File: src/bss_regs.vh
// constants for the beacon sort-select and termination sequencer
`ifndef BSS_REGS_VH
`define BSS_REGS_VH
`define BSS_R1_BEACON   4'h2
`define BSS_CC_NONE     2'h0
`define BSS_CC_DATA     2'h1
`define BSS_CC_OVF      2'h2
`define BSS_CC_BADHDR   2'h3
`define BSS_DW_STEP     24'h000008
`define BSS_WORK_OFS    24'h000008
`define BSS_K_OFS       24'h00000c
`define BSS_CTR_BACK    24'h000002
`define BSS_BCAST_POS   5'd20
`define BSS_STORED_MASK 8'hf0
`define BSS_RW_MASK     8'h08
`define BSS_RD_HDR      3'h0
`define BSS_RD_IDX      3'h1
`define BSS_RD_CRD      3'h2
`define BSS_RD_PAGE     3'h3
`define BSS_RD_REST     3'h4
`endif

File: src/bss_sort_select.v
// beacon sort-select and termination sequencer of the sort-symbols instruction
// How it works
// - first input address comes from register 9
// - header bit 0 clear: code 3, end
// - header word kept in header hold register
// - altitude key equals mask: fetch word 5
// - no altitude match: AND type bits, mask
// - nothing selected: reject, read next header
// - any type match sends coordinates to filter
// - broadcast select: read words 3,4, pick word
// - index bits choose byte, then one bit
// - zero index bit rejects, nonzero sends on
// - end on count zero, interrupt, overflow
// - data stored at end gives code 1
// - base written back with flag bits cleared
// - input address minus 8 into register 9
// - registers 12, 13 reloaded from work area
// - header and K stored to work area
// - interrupts tested after every beacon record
// - I/O or external: address -8, counter -2
// - overflow: fetch next, bin number, code 2
`timescale 1ns/1ns
`include "bss_regs.vh"
module bss_sort_select (
  // clock and reset
  input  wire        sys_clk,
  input  wire        rst,
  // instruction start and control registers
  input  wire        start,
  input  wire [3:0]  r1_field,
  input  wire [23:0] instr_counter_in,
  input  wire [31:0] gpr8_in,
  input  wire [31:0] gpr9_in,
  input  wire [31:0] gpr10_in,
  input  wire [31:0] gpr11_in,
  input  wire [31:0] k_data,
  // interrupt and overflow events
  input  wire        irq_pend,
  input  wire        irq_program,
  input  wire        bin_ovf,
  input  wire [3:0]  bin_num,
  // storage read port
  output reg         rd_req_q,
  output reg  [23:0] rd_addr_q,
  input  wire        rd_ack,
  input  wire [63:0] rd_data,
  // storage write port
  output reg         st_req_q,
  output reg  [23:0] st_addr_q,
  output reg  [31:0] st_data_q,
  input  wire        st_ack,
  // coordinates to the geographic filter
  output reg         fl_valid_q,
  output reg  [31:0] fl_data_q,
  input  wire        fl_ready,
  // results
  output reg         busy_q,
  output reg         done_q,
  output reg  [1:0]  cc_q,
  output reg  [31:0] header_hold_register,
  output reg  [31:0] gpr8_q,
  output reg  [31:0] gpr9_q,
  output reg  [31:0] gpr12_q,
  output reg  [31:0] gpr13_q,
  output reg  [23:0] instruction_counter,
  output reg         gpr_wr_q
);
  localparam S_IDLE = 4'h0;
  localparam S_RD   = 4'h1;
  localparam S_HDR  = 4'h2;
  localparam S_IDX  = 4'h3;
  localparam S_PUSH = 4'h4;
  localparam S_NXT  = 4'h5;
  localparam S_REST = 4'h6;
  localparam S_ST1  = 4'h7;
  localparam S_ST2  = 4'h8;
  localparam S_FIN  = 4'h9;
  reg [3:0]  state_q;
  reg [2:0]  rsel_q;
  reg [23:0] addr_q;
  reg [23:0] base_q;
  reg [15:0] cnt_q;
  reg [31:0] b_q;
  reg [31:0] crd_q;
  reg [6:0]  idx_q;
  reg [2:0]  byte_select_counter;
  reg        need_idx_q;
  reg        ovf_q;
  reg [3:0]  ovf_bin_q;
  reg        ovf_end_q;
  reg        bad_q;
  reg [7:0]  g8_hi_q;
  reg [7:0]  g9_hi_q;
  // second buffer slot behind the output register
  reg        tail_v_q;
  reg [31:0] tail_q;
  // big-endian bit i of a word, bit 0 being the msb
  function bit_of;
    input [31:0] w;
    input [4:0]  i;
    begin
      bit_of = w[5'd31 - i];
    end
  endfunction
  // selected index bit, zeros forced into the other adder positions
  function adder_result_latch;
    input [31:0] w;
    input [1:0]  byte_sel;
    input [2:0]  bit_sel;
    reg   [7:0]  by;
    reg   [7:0]  bit_select_decode_order;
    begin
      by = w[8'd31 - {byte_sel, 3'h0} -: 8];
      bit_select_decode_order = 8'h80 >> bit_sel;
      adder_result_latch = |(by & bit_select_decode_order);
    end
  endfunction
  wire [7:0] alt_key   = header_hold_register[15:8];
  wire [7:0] alt_mask  = gpr11_in[23:16];
  wire [2:0] type_hit  = header_hold_register[23:21] & gpr11_in[15:13];
  wire       broadcast_select_bit = bit_of(header_hold_register, `BSS_BCAST_POS);
  wire [31:0] idx_word = (idx_q[6:5] == 2'h0) ? b_q :
                         (idx_q[6:5] == 2'h1) ? rd_data[63:32] : rd_data[31:0];
  wire       idx_hit   = adder_result_latch(idx_word, byte_select_counter[1:0], idx_q[2:0]);
  wire       push      = (state_q == S_PUSH) && !tail_v_q;
  ////////////////////////////////////////////////////////////////////////////////
  // two-entry buffer; a full second slot holds the sequencer in the push state
  always @(posedge sys_clk or posedge rst) begin
    if (rst) begin
      fl_valid_q <= 1'b0;
      fl_data_q  <= 32'h00000000;
      tail_v_q   <= 1'b0;
      tail_q     <= 32'h00000000;
    end else begin
      if (!fl_valid_q || fl_ready) begin
        if (tail_v_q) begin
          fl_data_q  <= tail_q;
          fl_valid_q <= 1'b1;
          tail_v_q   <= push;
          tail_q     <= crd_q;
        end else begin
          fl_valid_q <= push;
          fl_data_q  <= push ? crd_q : fl_data_q;
        end
      end else if (push) begin
        tail_v_q <= 1'b1;
        tail_q   <= crd_q;
      end
    end
  end
  ////////////////////////////////////////////////////////////////////////////////
  // instruction sequencer
  always @(posedge sys_clk or posedge rst) begin
    if (rst) begin
      state_q <= S_IDLE;
      rsel_q <= `BSS_RD_HDR;
      addr_q <= 24'h000000;
      base_q <= 24'h000000;
      cnt_q <= 16'h0000;
      b_q <= 32'h00000000;
      crd_q <= 32'h00000000;
      idx_q <= 7'h00;
      byte_select_counter <= 3'h0;
      need_idx_q <= 1'b0;
      ovf_q <= 1'b0;
      ovf_bin_q <= 4'h0;
      ovf_end_q <= 1'b0;
      bad_q <= 1'b0;
      g8_hi_q <= 8'h00;
      g9_hi_q <= 8'h00;
      rd_req_q <= 1'b0;
      rd_addr_q <= 24'h000000;
      st_req_q <= 1'b0;
      st_addr_q <= 24'h000000;
      st_data_q <= 32'h00000000;
      busy_q <= 1'b0;
      done_q <= 1'b0;
      cc_q <= `BSS_CC_NONE;
      header_hold_register <= 32'h00000000;
      gpr8_q <= 32'h00000000;
      gpr9_q <= 32'h00000000;
      gpr12_q <= 32'h00000000;
      gpr13_q <= 32'h00000000;
      instruction_counter <= 24'h000000;
      gpr_wr_q <= 1'b0;
    end else begin
      done_q <= 1'b0;
      gpr_wr_q <= 1'b0;
      // overflow is sticky; a new event wins over the clear at start
      if (bin_ovf) begin
        ovf_q <= 1'b1;
        ovf_bin_q <= bin_num;
      end else if (start && state_q == S_IDLE)
        ovf_q <= 1'b0;
      case (state_q)
        S_IDLE: begin // only beacon input is handled here; other codes are ignored
          if (start && r1_field == `BSS_R1_BEACON) begin
            busy_q <= 1'b1;
            cc_q <= `BSS_CC_NONE;
            bad_q <= 1'b0;
            ovf_end_q <= 1'b0;
            addr_q <= gpr9_in[23:0];
            g9_hi_q <= gpr9_in[31:24];
            g8_hi_q <= gpr8_in[31:24];
            base_q <= gpr8_in[23:0];
            cnt_q <= gpr10_in[15:0];
            instruction_counter <= instr_counter_in;
            idx_q <= gpr11_in[30:24];
            rsel_q <= `BSS_RD_HDR;
            rd_req_q <= 1'b1;
            rd_addr_q <= gpr9_in[23:0];
            state_q <= S_RD;
          end
        end
        S_RD: begin
          if (rd_ack) begin
            rd_req_q <= 1'b0;
            if (rsel_q != `BSS_RD_REST) begin
              addr_q <= addr_q + `BSS_DW_STEP;
              cnt_q <= cnt_q - 16'h0001;
            end
            case (rsel_q)
              `BSS_RD_HDR: begin
                header_hold_register <= rd_data[63:32];
                b_q <= rd_data[31:0];
                state_q <= S_HDR;
              end
              `BSS_RD_IDX: begin
                if (!need_idx_q || idx_hit) begin
                  rsel_q <= `BSS_RD_CRD;
                  rd_req_q <= 1'b1;
                  rd_addr_q <= addr_q + `BSS_DW_STEP;
                end else begin
                  state_q <= S_NXT;
                end
              end
              `BSS_RD_CRD: begin
                crd_q <= rd_data[63:32];
                state_q <= S_PUSH;
              end
              `BSS_RD_PAGE: begin
                ovf_end_q <= 1'b1;
                state_q <= S_REST;
              end
              `BSS_RD_REST: begin
                gpr12_q <= rd_data[63:32];
                gpr13_q <= rd_data[31:0];
                st_req_q <= 1'b1;
                st_addr_q <= base_q + `BSS_WORK_OFS;
                st_data_q <= header_hold_register;
                state_q <= S_ST1;
              end
              default: state_q <= S_REST;
            endcase
          end
        end
        S_HDR: begin
          byte_select_counter <= idx_q[5:3];
          if (!bit_of(header_hold_register, 5'd0)) begin
            bad_q <= 1'b1;
            state_q <= S_FIN;
          end else if (alt_key == alt_mask || |type_hit) begin
            need_idx_q <= 1'b0;
            state_q <= S_IDX;
          end else if (broadcast_select_bit) begin
            need_idx_q <= 1'b1;
            state_q <= S_IDX;
          end else
            state_q <= S_NXT;
        end
        S_IDX: begin // words 3 and 4 always pass by on the way to word 5
          rsel_q <= `BSS_RD_IDX;
          rd_req_q <= 1'b1;
          rd_addr_q <= addr_q;
          state_q <= S_RD;
        end
        S_PUSH: if (!tail_v_q) state_q <= S_NXT;
        S_NXT: begin // checked after every beacon record, accepted or rejected
          if (ovf_q) begin
            rsel_q <= `BSS_RD_PAGE;
            rd_req_q <= 1'b1;
            rd_addr_q <= addr_q;
            state_q <= S_RD;
          end else if (irq_pend) begin
            if (cnt_q != 16'h0000 && !irq_program) begin
              addr_q <= addr_q - `BSS_DW_STEP;
              instruction_counter <= instruction_counter - `BSS_CTR_BACK;
            end
            state_q <= S_REST;
          end else if (cnt_q == 16'h0000) begin
            state_q <= S_REST;
          end else begin
            rsel_q <= `BSS_RD_HDR;
            rd_req_q <= 1'b1;
            rd_addr_q <= addr_q;
            state_q <= S_RD;
          end
        end
        S_REST: begin
          rsel_q <= `BSS_RD_REST;
          rd_req_q <= 1'b1;
          rd_addr_q <= base_q + `BSS_WORK_OFS;
          state_q <= S_RD;
        end
        S_ST1: begin
          if (st_ack) begin
            st_addr_q <= base_q + `BSS_K_OFS;
            st_data_q <= k_data;
            state_q <= S_ST2;
          end
        end
        S_ST2: begin
          if (st_ack) begin
            st_req_q <= 1'b0;
            state_q <= S_FIN;
          end
        end
        S_FIN: begin // final writeback and condition code
          busy_q <= 1'b0;
          done_q <= 1'b1;
          gpr_wr_q <= 1'b1;
          gpr8_q <= {g8_hi_q & ~(`BSS_STORED_MASK | `BSS_RW_MASK), base_q};
          gpr9_q <= {g9_hi_q[7:4], ovf_end_q ? ovf_bin_q : g9_hi_q[3:0],
                     addr_q - `BSS_DW_STEP};
          if (bad_q) cc_q <= `BSS_CC_BADHDR;
          else if (ovf_end_q) cc_q <= `BSS_CC_OVF;
          else if (|(g8_hi_q & `BSS_STORED_MASK)) cc_q <= `BSS_CC_DATA;
          else cc_q <= `BSS_CC_NONE;
          state_q <= S_IDLE;
        end
        default: state_q <= S_IDLE;
      endcase
    end
  end
endmodule

File: config.mk
export PLATFORM = sky130hd
export DESIGN_NAME = bss_sort_select
export DESIGN_NICKNAME = d
export VERILOG_FILES = /design/src/bss_sort_select.v
export VERILOG_INCLUDE_DIRS = /design/src
export SDC_FILE = /design/constraint.sdc
export NUM_CORES = 1
export LEC_CHECK = 0
export BUFFER_PORTS_ARGS = -buffer_cell sky130_fd_sc_hd__buf_4
export CORE_MARGIN = 3
export CORE_UTILIZATION = 25
export DETAILED_ROUTE_END_ITERATION = 8
export MAX_ROUTING_LAYER = met4
export SETUP_SLACK_MARGIN = 0.4
export SLEW_MARGIN = 15
export SYNTH_ARGS = -nofsm -noshare
export SYNTH_HDL_FRONTEND = slang
export SYNTH_SLANG_ARGS = --single-unit
File: constraint.sdc
create_clock -name sys_clk -period 15.8 [get_ports sys_clk]
set_input_delay 2.37 -clock sys_clk [delete_from_list [all_inputs] [get_ports sys_clk]]
set_output_delay 2.37 -clock sys_clk [all_outputs]
set_load 0.01 [all_outputs]
==> impl_metrics.yaml, run 1 <==
setup_path:
  crit_fanout: 24
  path_buf_inv: 2
  critPathTopFamily: "simple AND/OR/NAND/NOR gates"
  crit_slowest_cell: "or4_1"
  slowest_delay_ns: 0.53
  crit_top_cell: "buf_4"
  critPathKind: "input pin to register"
  worst_setup_path_end_kind: "register"
  cp.arrival_ns: 5.20
  path_cells: "buf_4, mux2_1, o2111ai_1, o21ai_1, or4_1, a221o_1, nor3_2, o21ai_4, buf_4, mux2_4"
  cp-start-kind: "input pin"
  critPathRequiredTime_ns: 16.31
synthesis:
  synth_area_leaders: "dfrtp_1 52%, mux2_2 10%, nand2_1 7.2%, o21ai_0 4.8%, mux2i_1 3.5%"
  synth_cell_types: 73
  yosysTopAreaCellShare_pct: 52.4
  yosys_warnings: 0
  synth_ff_type: "dfrtp_1"
  syn_area_mm2: 0.0238
  ys_ff_latch: 498
  yosys.area.top_type: "dfrtp_1"
  syn_avg_cell_area_um2: 10.2
  synth_seq_area_share_pct: 52.4
  syn_inst: 2334
  synth_edf_count: 0
  async_flop_share_pct: 100
die:
  core.rowCount: 112
  die_area_mm2: 0.0989
  io_pins: 569
  fp.dieW_um: 315
  die_h_um: 315
  coreArea_mm2: 0.0939
  initial_utilization_pct: 25.3
sta:
  finalMaxSlewViolations: 0
  setup_violations: 0
  hold_violations: 0
  finClkSkew_ns: 0.0242
  max_slew_margin_pct: 22.9
  rsz0062_at_grt: "false"
  post-route-period-util_pct: 29.7
  setup_tns_ns: 0
  hold_slack_ns: 0.466
  min_period_ns: 4.69
  tightest_slew_ns: 1.16
  max_freq_mhz: 213
global_routing:
  grt_remaining_overflow: 0
  grtUsageTotal_pct: 17.1
  grt_pass1_wl_um: 125000
  grt_max_degree: 91
  grt_pass1_vias: 19200
  antenna_found_initial: 8
drt:
  vias: 19300
  dr.pass1.iters: 6
  drc: 0
  drt_iter0_markers: 1403
  wl_um: 84300
  drtAntennaViolNets: 0
  avgViaCountPerCell: 4.70
  wl_per_cell_um: 20.6
clock_tree:
  htree_levels: 2
  postCtsHoldBufs: 0
  insertion_delay_ns: 0.65
  root_buffer: "clkbuf_16"
  cts_sinks: 498
  cts_buffer_depth: 3
  post_cts_buffers: 0
  clk_pin_slew_worst_paths_ns: 0.06
  cts_resized: 0
  cts_made_buffers: 58
  cts_tree: "built"
power:
  powerDensity_mw_per_mm2: 198
  p_leak_nw: 14.3
  internal-power_w: 0.00377
  switching_share_pct: 38.6
  switching_power_w: 0.00237
  p_seq_share_pct: 37.2
  ir_drop_mv: 0.0997
  clockPowerShare_pct: 22.9
  pwr-share-comb_pct: 39.9
layout:
  drive_gt1_share_pct: 32.8
  layout_commonest_cell: "buf_4"
  most-common-layout-cells: "565 x buf_4, 496 x dfrtp_1, 455 x nand2_1"
  area_delta_synth_final_pct: 30.4
  nFillCells: 9663
  num-nets-final: 3064
placed_design:
  hpwl_um: 61200
  port_buffers: 532
  place_congestion: 0.886
min_path:
  hold_class: "register to register"
run_status:
  status: "completed"
flow_run:
  drv_cap: 0
-- cell usage after synthesis, drive strengths merged, types with 20 or more instances --
library cell  count
nor3             39
mux2            238
nand3            39
a21oi            81
buf              28
clkbuf          143
xor2             36
nand2           457
dfrtp           498
nor2            118
mux2i            83
o21ai           233
xnor2            51
inv              23
nor4             20
-- cells by family after synthesis --
kind of cell	count (synthesis)	synth area share [%]
compound gates	437	10.9
xor+xnor	87	3.20
fa+ha+maj	7	0.368
buf+inv	195	3.31
flops	498	52.4
mux	323	15.2
other cells	1	0.0158
simple gates	786	14.6
-- metal layers --
metal | part of all wire (%) | GRT usage, %
met5 | 0 | -
met4 | 2.8 | 4.88
met3 | 6.5 | 3.90
met2 | 48 | 27.8
met1 | 43 | 21.4
-- area by class of cell --
cell class	instances	area [um2]	area share, %
Timing Repair Buffer	565	4240	13.7
Antenna cell	8	20.0	0.0645
Clock buffer	78	1650	5.31
Tap cell	1254	1570	5.06
Sequential cell	498	12500	40.2
Multi-Input combinational cell	1645	10700	34.3
Clock inverter	27	338	1.09
Inverter	24	93.8	0.302
-- registers in the layout, indices dropped and copies added (netlist names), 27 cells and up --
register,cells
gpr13_q,32
gpr8_q,27
gpr9_q,32
tail_q,32
crd_q,32
gpr12_q,32
st_data_q,32
header_hold_register,32
b_q,32
fl_data_q,32
-- final timing paths --
path,start,end,slack [ns],depth (start not counted)
hold reg to reg,g9_hi_q[6]$_DFFE_PP0P_,gpr9_q[30]$_DFFE_PP0P_,0.47,2
max in group asynchronous,rst,header_hold_register[26]$_DFFE_PP0P_,11.27,5
setup reg to reg,idx_q[5]$_DFFE_PP0P_,rd_addr_q[16]$_DFFE_PP0P_,12.07,10
hold / removal,g9_hi_q[6]$_DFFE_PP0P_,gpr9_q[30]$_DFFE_PP0P_,0.47,2
min in group asynchronous,rst,gpr9_q[31]$_DFFE_PP0P_,1.72,2
setup / recovery,rd_data[37],rd_addr_q[16]$_DFFE_PP0P_,11.11,10
-- stage by stage --
stage / cells / setup WS, ns / cell area (um2) / util, % / total power, W
after floorplan: 2338 / 6.67 / 23800 / - / 0.00366
after global routing: 4097 / 10.78 / 31000 / 33.0 / 0.00658
after global placement: 3986 / 10.29 / 29000 / 30.9 / 0.00474
final: 4099 / 11.11 / 31000 / 33.0 / 0.00615
after CTS: 4091 / 11.05 / 31000 / 33.0 / 0.00624
after detailed placement: 3986 / 10.34 / 29000 / 30.9 / 0.00480
-- worst register-to-register path, cell delays in order (launching register included) --
cell,delay (ns)
dfrtp_2,0.34
buf_4,0.46
mux2_1,0.42
o2111ai_1,0.26
o21ai_1,0.10
or4_1,0.53
a221o_1,0.30
nor3_2,0.44
o21ai_4,0.10
buf_4,0.29
mux2_4,0.39
-- power by group through the flow --
stage | Combinational [W] | Sequential (W) | Clock (W)
6_report | 0.00245 | 0.00229 | 0.00141
5_1_grt | 0.00271 | 0.00237 | 0.00150
4_1_cts | 0.00249 | 0.00229 | 0.00145
3_5_place_dp | 0.00249 | 0.00231 | 0
3_3_place_gp | 0.00245 | 0.00229 | 0
2_1_floorplan | 0.00143 | 0.00224 | 0
No activity file was read; power rests on OpenSTA's default activity.
==> inputs of run 2 (changes only) <==
Clock period 15.8 ns to 4.15 ns, I/O delays scaled along.
==> run 2 against run 1 <==
Effect of this change:
- sequential cell count stayed put
- wire length is 0.29% lower
- die area stayed put
- clock power grew to 4.0 times the previous value
- power grew to 3.9 times the previous value
- sequential share of layout area is 0.44 points lower
- clock skew is 0.034 ns higher
- register-to-register slack worse by 12 ns
- non-clock buffer count is 9 higher
- via count is 0.36% higher
- critical path type is now register to register
- highest routed layer unchanged
==> impl_metrics.yaml, run 2 (synthesis results as in run 1) <==
sta:
  post-route-period-util_pct: 87.4
  tightest_slew_ns: 1.15
  hold_violations: 0
  setup_violations: 0
  rsz0062_at_grt: "true"
  min_period_ns: 3.63
  hold_slack_ns: 0.0388
  max_slew_margin_pct: 23.6
  finClkSkew_ns: 0.0586
  setup_tns_ns: 0
  max_freq_mhz: 276
  finalMaxSlewViolations: 0
power:
  internal-power_w: 0.0147
  switching_share_pct: 38.3
  switching_power_w: 0.00911
  powerDensity_mw_per_mm2: 759
  pwr-share-comb_pct: 39.4
  ir_drop_mv: 0.420
  p_seq_share_pct: 36.7
  clockPowerShare_pct: 23.9
  p_leak_nw: 14.4
setup_path:
  cp-start-kind: "register"
  worst_setup_path_end_kind: "register"
  critPathRequiredTime_ns: 4.65
  critPathKind: "register to register"
  cp.arrival_ns: 4.13
  crit_fanout: 22
layout:
  ff_latch_area_mm2: 0.0125
  layoutNonFillerInstCount: 4116
  area_delta_synth_final_pct: 31.9
  drive_gt1_share_pct: 33.3
  multiInputGateArea_mm2: 0.0107
  postLayoutCoreUtil_pct: 33.4
  layout_commonest_cell: "buf_4"
  most-common-layout-cells: "567 x buf_4, 496 x dfrtp_1, 455 x nand2_1"
  final_area_mm2: 0.0314
  num-nets-final: 3075
  nFillCells: 9629
clock_tree:
  htree_levels: 2
  root_buffer: "clkbuf_16"
  insertion_delay_ns: 0.67
  cts_resized: 0
  cts_made_buffers: 60
  cts_sinks: 498
  postCtsHoldBufs: 0
  cts_tree: "built"
  clk_pin_slew_worst_paths_ns: 0.06
  cts_buffer_depth: 3
placed_design:
  port_buffers: 532
  place_area_mm2: 0.0292
  place_congestion: 0.898
  dp_cells: 3994
  hpwl_um: 61800
drt:
  vias: 19300
  wl_per_cell_um: 20.4
  drtAntennaViolNets: 0
  wl_um: 84100
  dr.pass1.iters: 5
  avgViaCountPerCell: 4.70
  drt_iter0_markers: 1338
  drc: 0
global_routing:
  grtUsageTotal_pct: 17.1
  grt_pass1_vias: 19000
  grt_remaining_overflow: 0
  antenna_found_initial: 9
  grt_pass1_wl_um: 125000
  grt_max_degree: 139
die:
  io_pins: 569
  coreArea_mm2: 0.0939
  die_h_um: 315
  fp.dieW_um: 315
  core.rowCount: 112
  die_area_mm2: 0.0989
  initial_utilization_pct: 25.3
run_status:
  status: "completed"
min_path:
  hold_class: "input pin to asynchronous set/reset pin"
flow_run:
  drv_cap: 0
[run 2: critical path, cell delays in order (launching register included)]
cell,delay [ns]
dfrtp_2,0.69
mux2_1,0.40
o2111ai_1,0.25
o21ai_1,0.10
or4_1,0.50
a221o_1,0.30
nor3_2,0.43
o21ai_4,0.37
mux2_4,0.41
[run 2: power groups by stage]
stage	combinational (W)	sequential [W]	clock, W
finish	0.00938	0.00873	0.00569
CTS	0.00952	0.00874	0.00586
global route	0.0103	0.00906	0.00608
global placement	0.00934	0.00874	0
floorplan	0.00543	0.00852	0
detailed placement	0.00949	0.00881	0
[run 2: path summary, 6_finish.rpt]
kind,start,endpoint,slack (ns),depth (start not counted)
min in group sys_clk,gpr8_in[19],base_q[19]$_DFFE_PP0P_,0.16,3
min,rst,instruction_counter[0]$_DFFE_PP0P_,0.04,2
min reg2reg,g8_hi_q[2]$_DFFE_PP0P_,gpr8_q[26]$_DFFE_PP0P_,0.47,2
max,idx_q[5]$_DFFE_PP0P_,rd_addr_q[19]$_DFFE_PP0P_,0.52,8
max reg2reg,idx_q[5]$_DFFE_PP0P_,rd_addr_q[19]$_DFFE_PP0P_,0.52,8
max in group asynchronous,rst,instruction_counter[23]$_DFFE_PP0P_,2.89,3
[run 2: metal layers]
| layer | track usage (%) | share of wire (%) | vias to the layer above | wire (um) |
|---|---|---|---|---|
| met5 | - | 0 | - | 0 |
| met4 | 4.08 | 2.1 | 0 | 1790 |
| met3 | 3.50 | 6.6 | 98 | 5550 |
| met2 | 27.9 | 49 | 618 | 41000 |
| met1 | 21.8 | 43 | 9522 | 35800 |
| li1 | - | - | 9096 | - |
[run 2: metrics by stage]
step           worst slack (ns)  total power, W
5_1_grt                   0.349          0.0254
3_5_place_dp              0.497          0.0183
3_3_place_gp              0.526          0.0181
2_1_floorplan             -3.23          0.0139
6_report                  0.522          0.0238
4_1_cts                   0.487          0.0241
[run 2: cell type report]
cell class                 count  share of cell area, %
sequential                   498                   39.7
multi-input combinational   1645                   34.0
timing repair buffer         574                   14.0
clock buffer                  76                   5.33
tap                         1254                   5.00
clock inverter                35                   1.57
inverter                      24                  0.299
antenna                       10                 0.0798
[run 2: repair_timing]
item                                    in CTS  in global routing
hold endpoints to repair                     0                  0
endpoints found under the setup margin       0                  7
buffers inserted                             0                  0
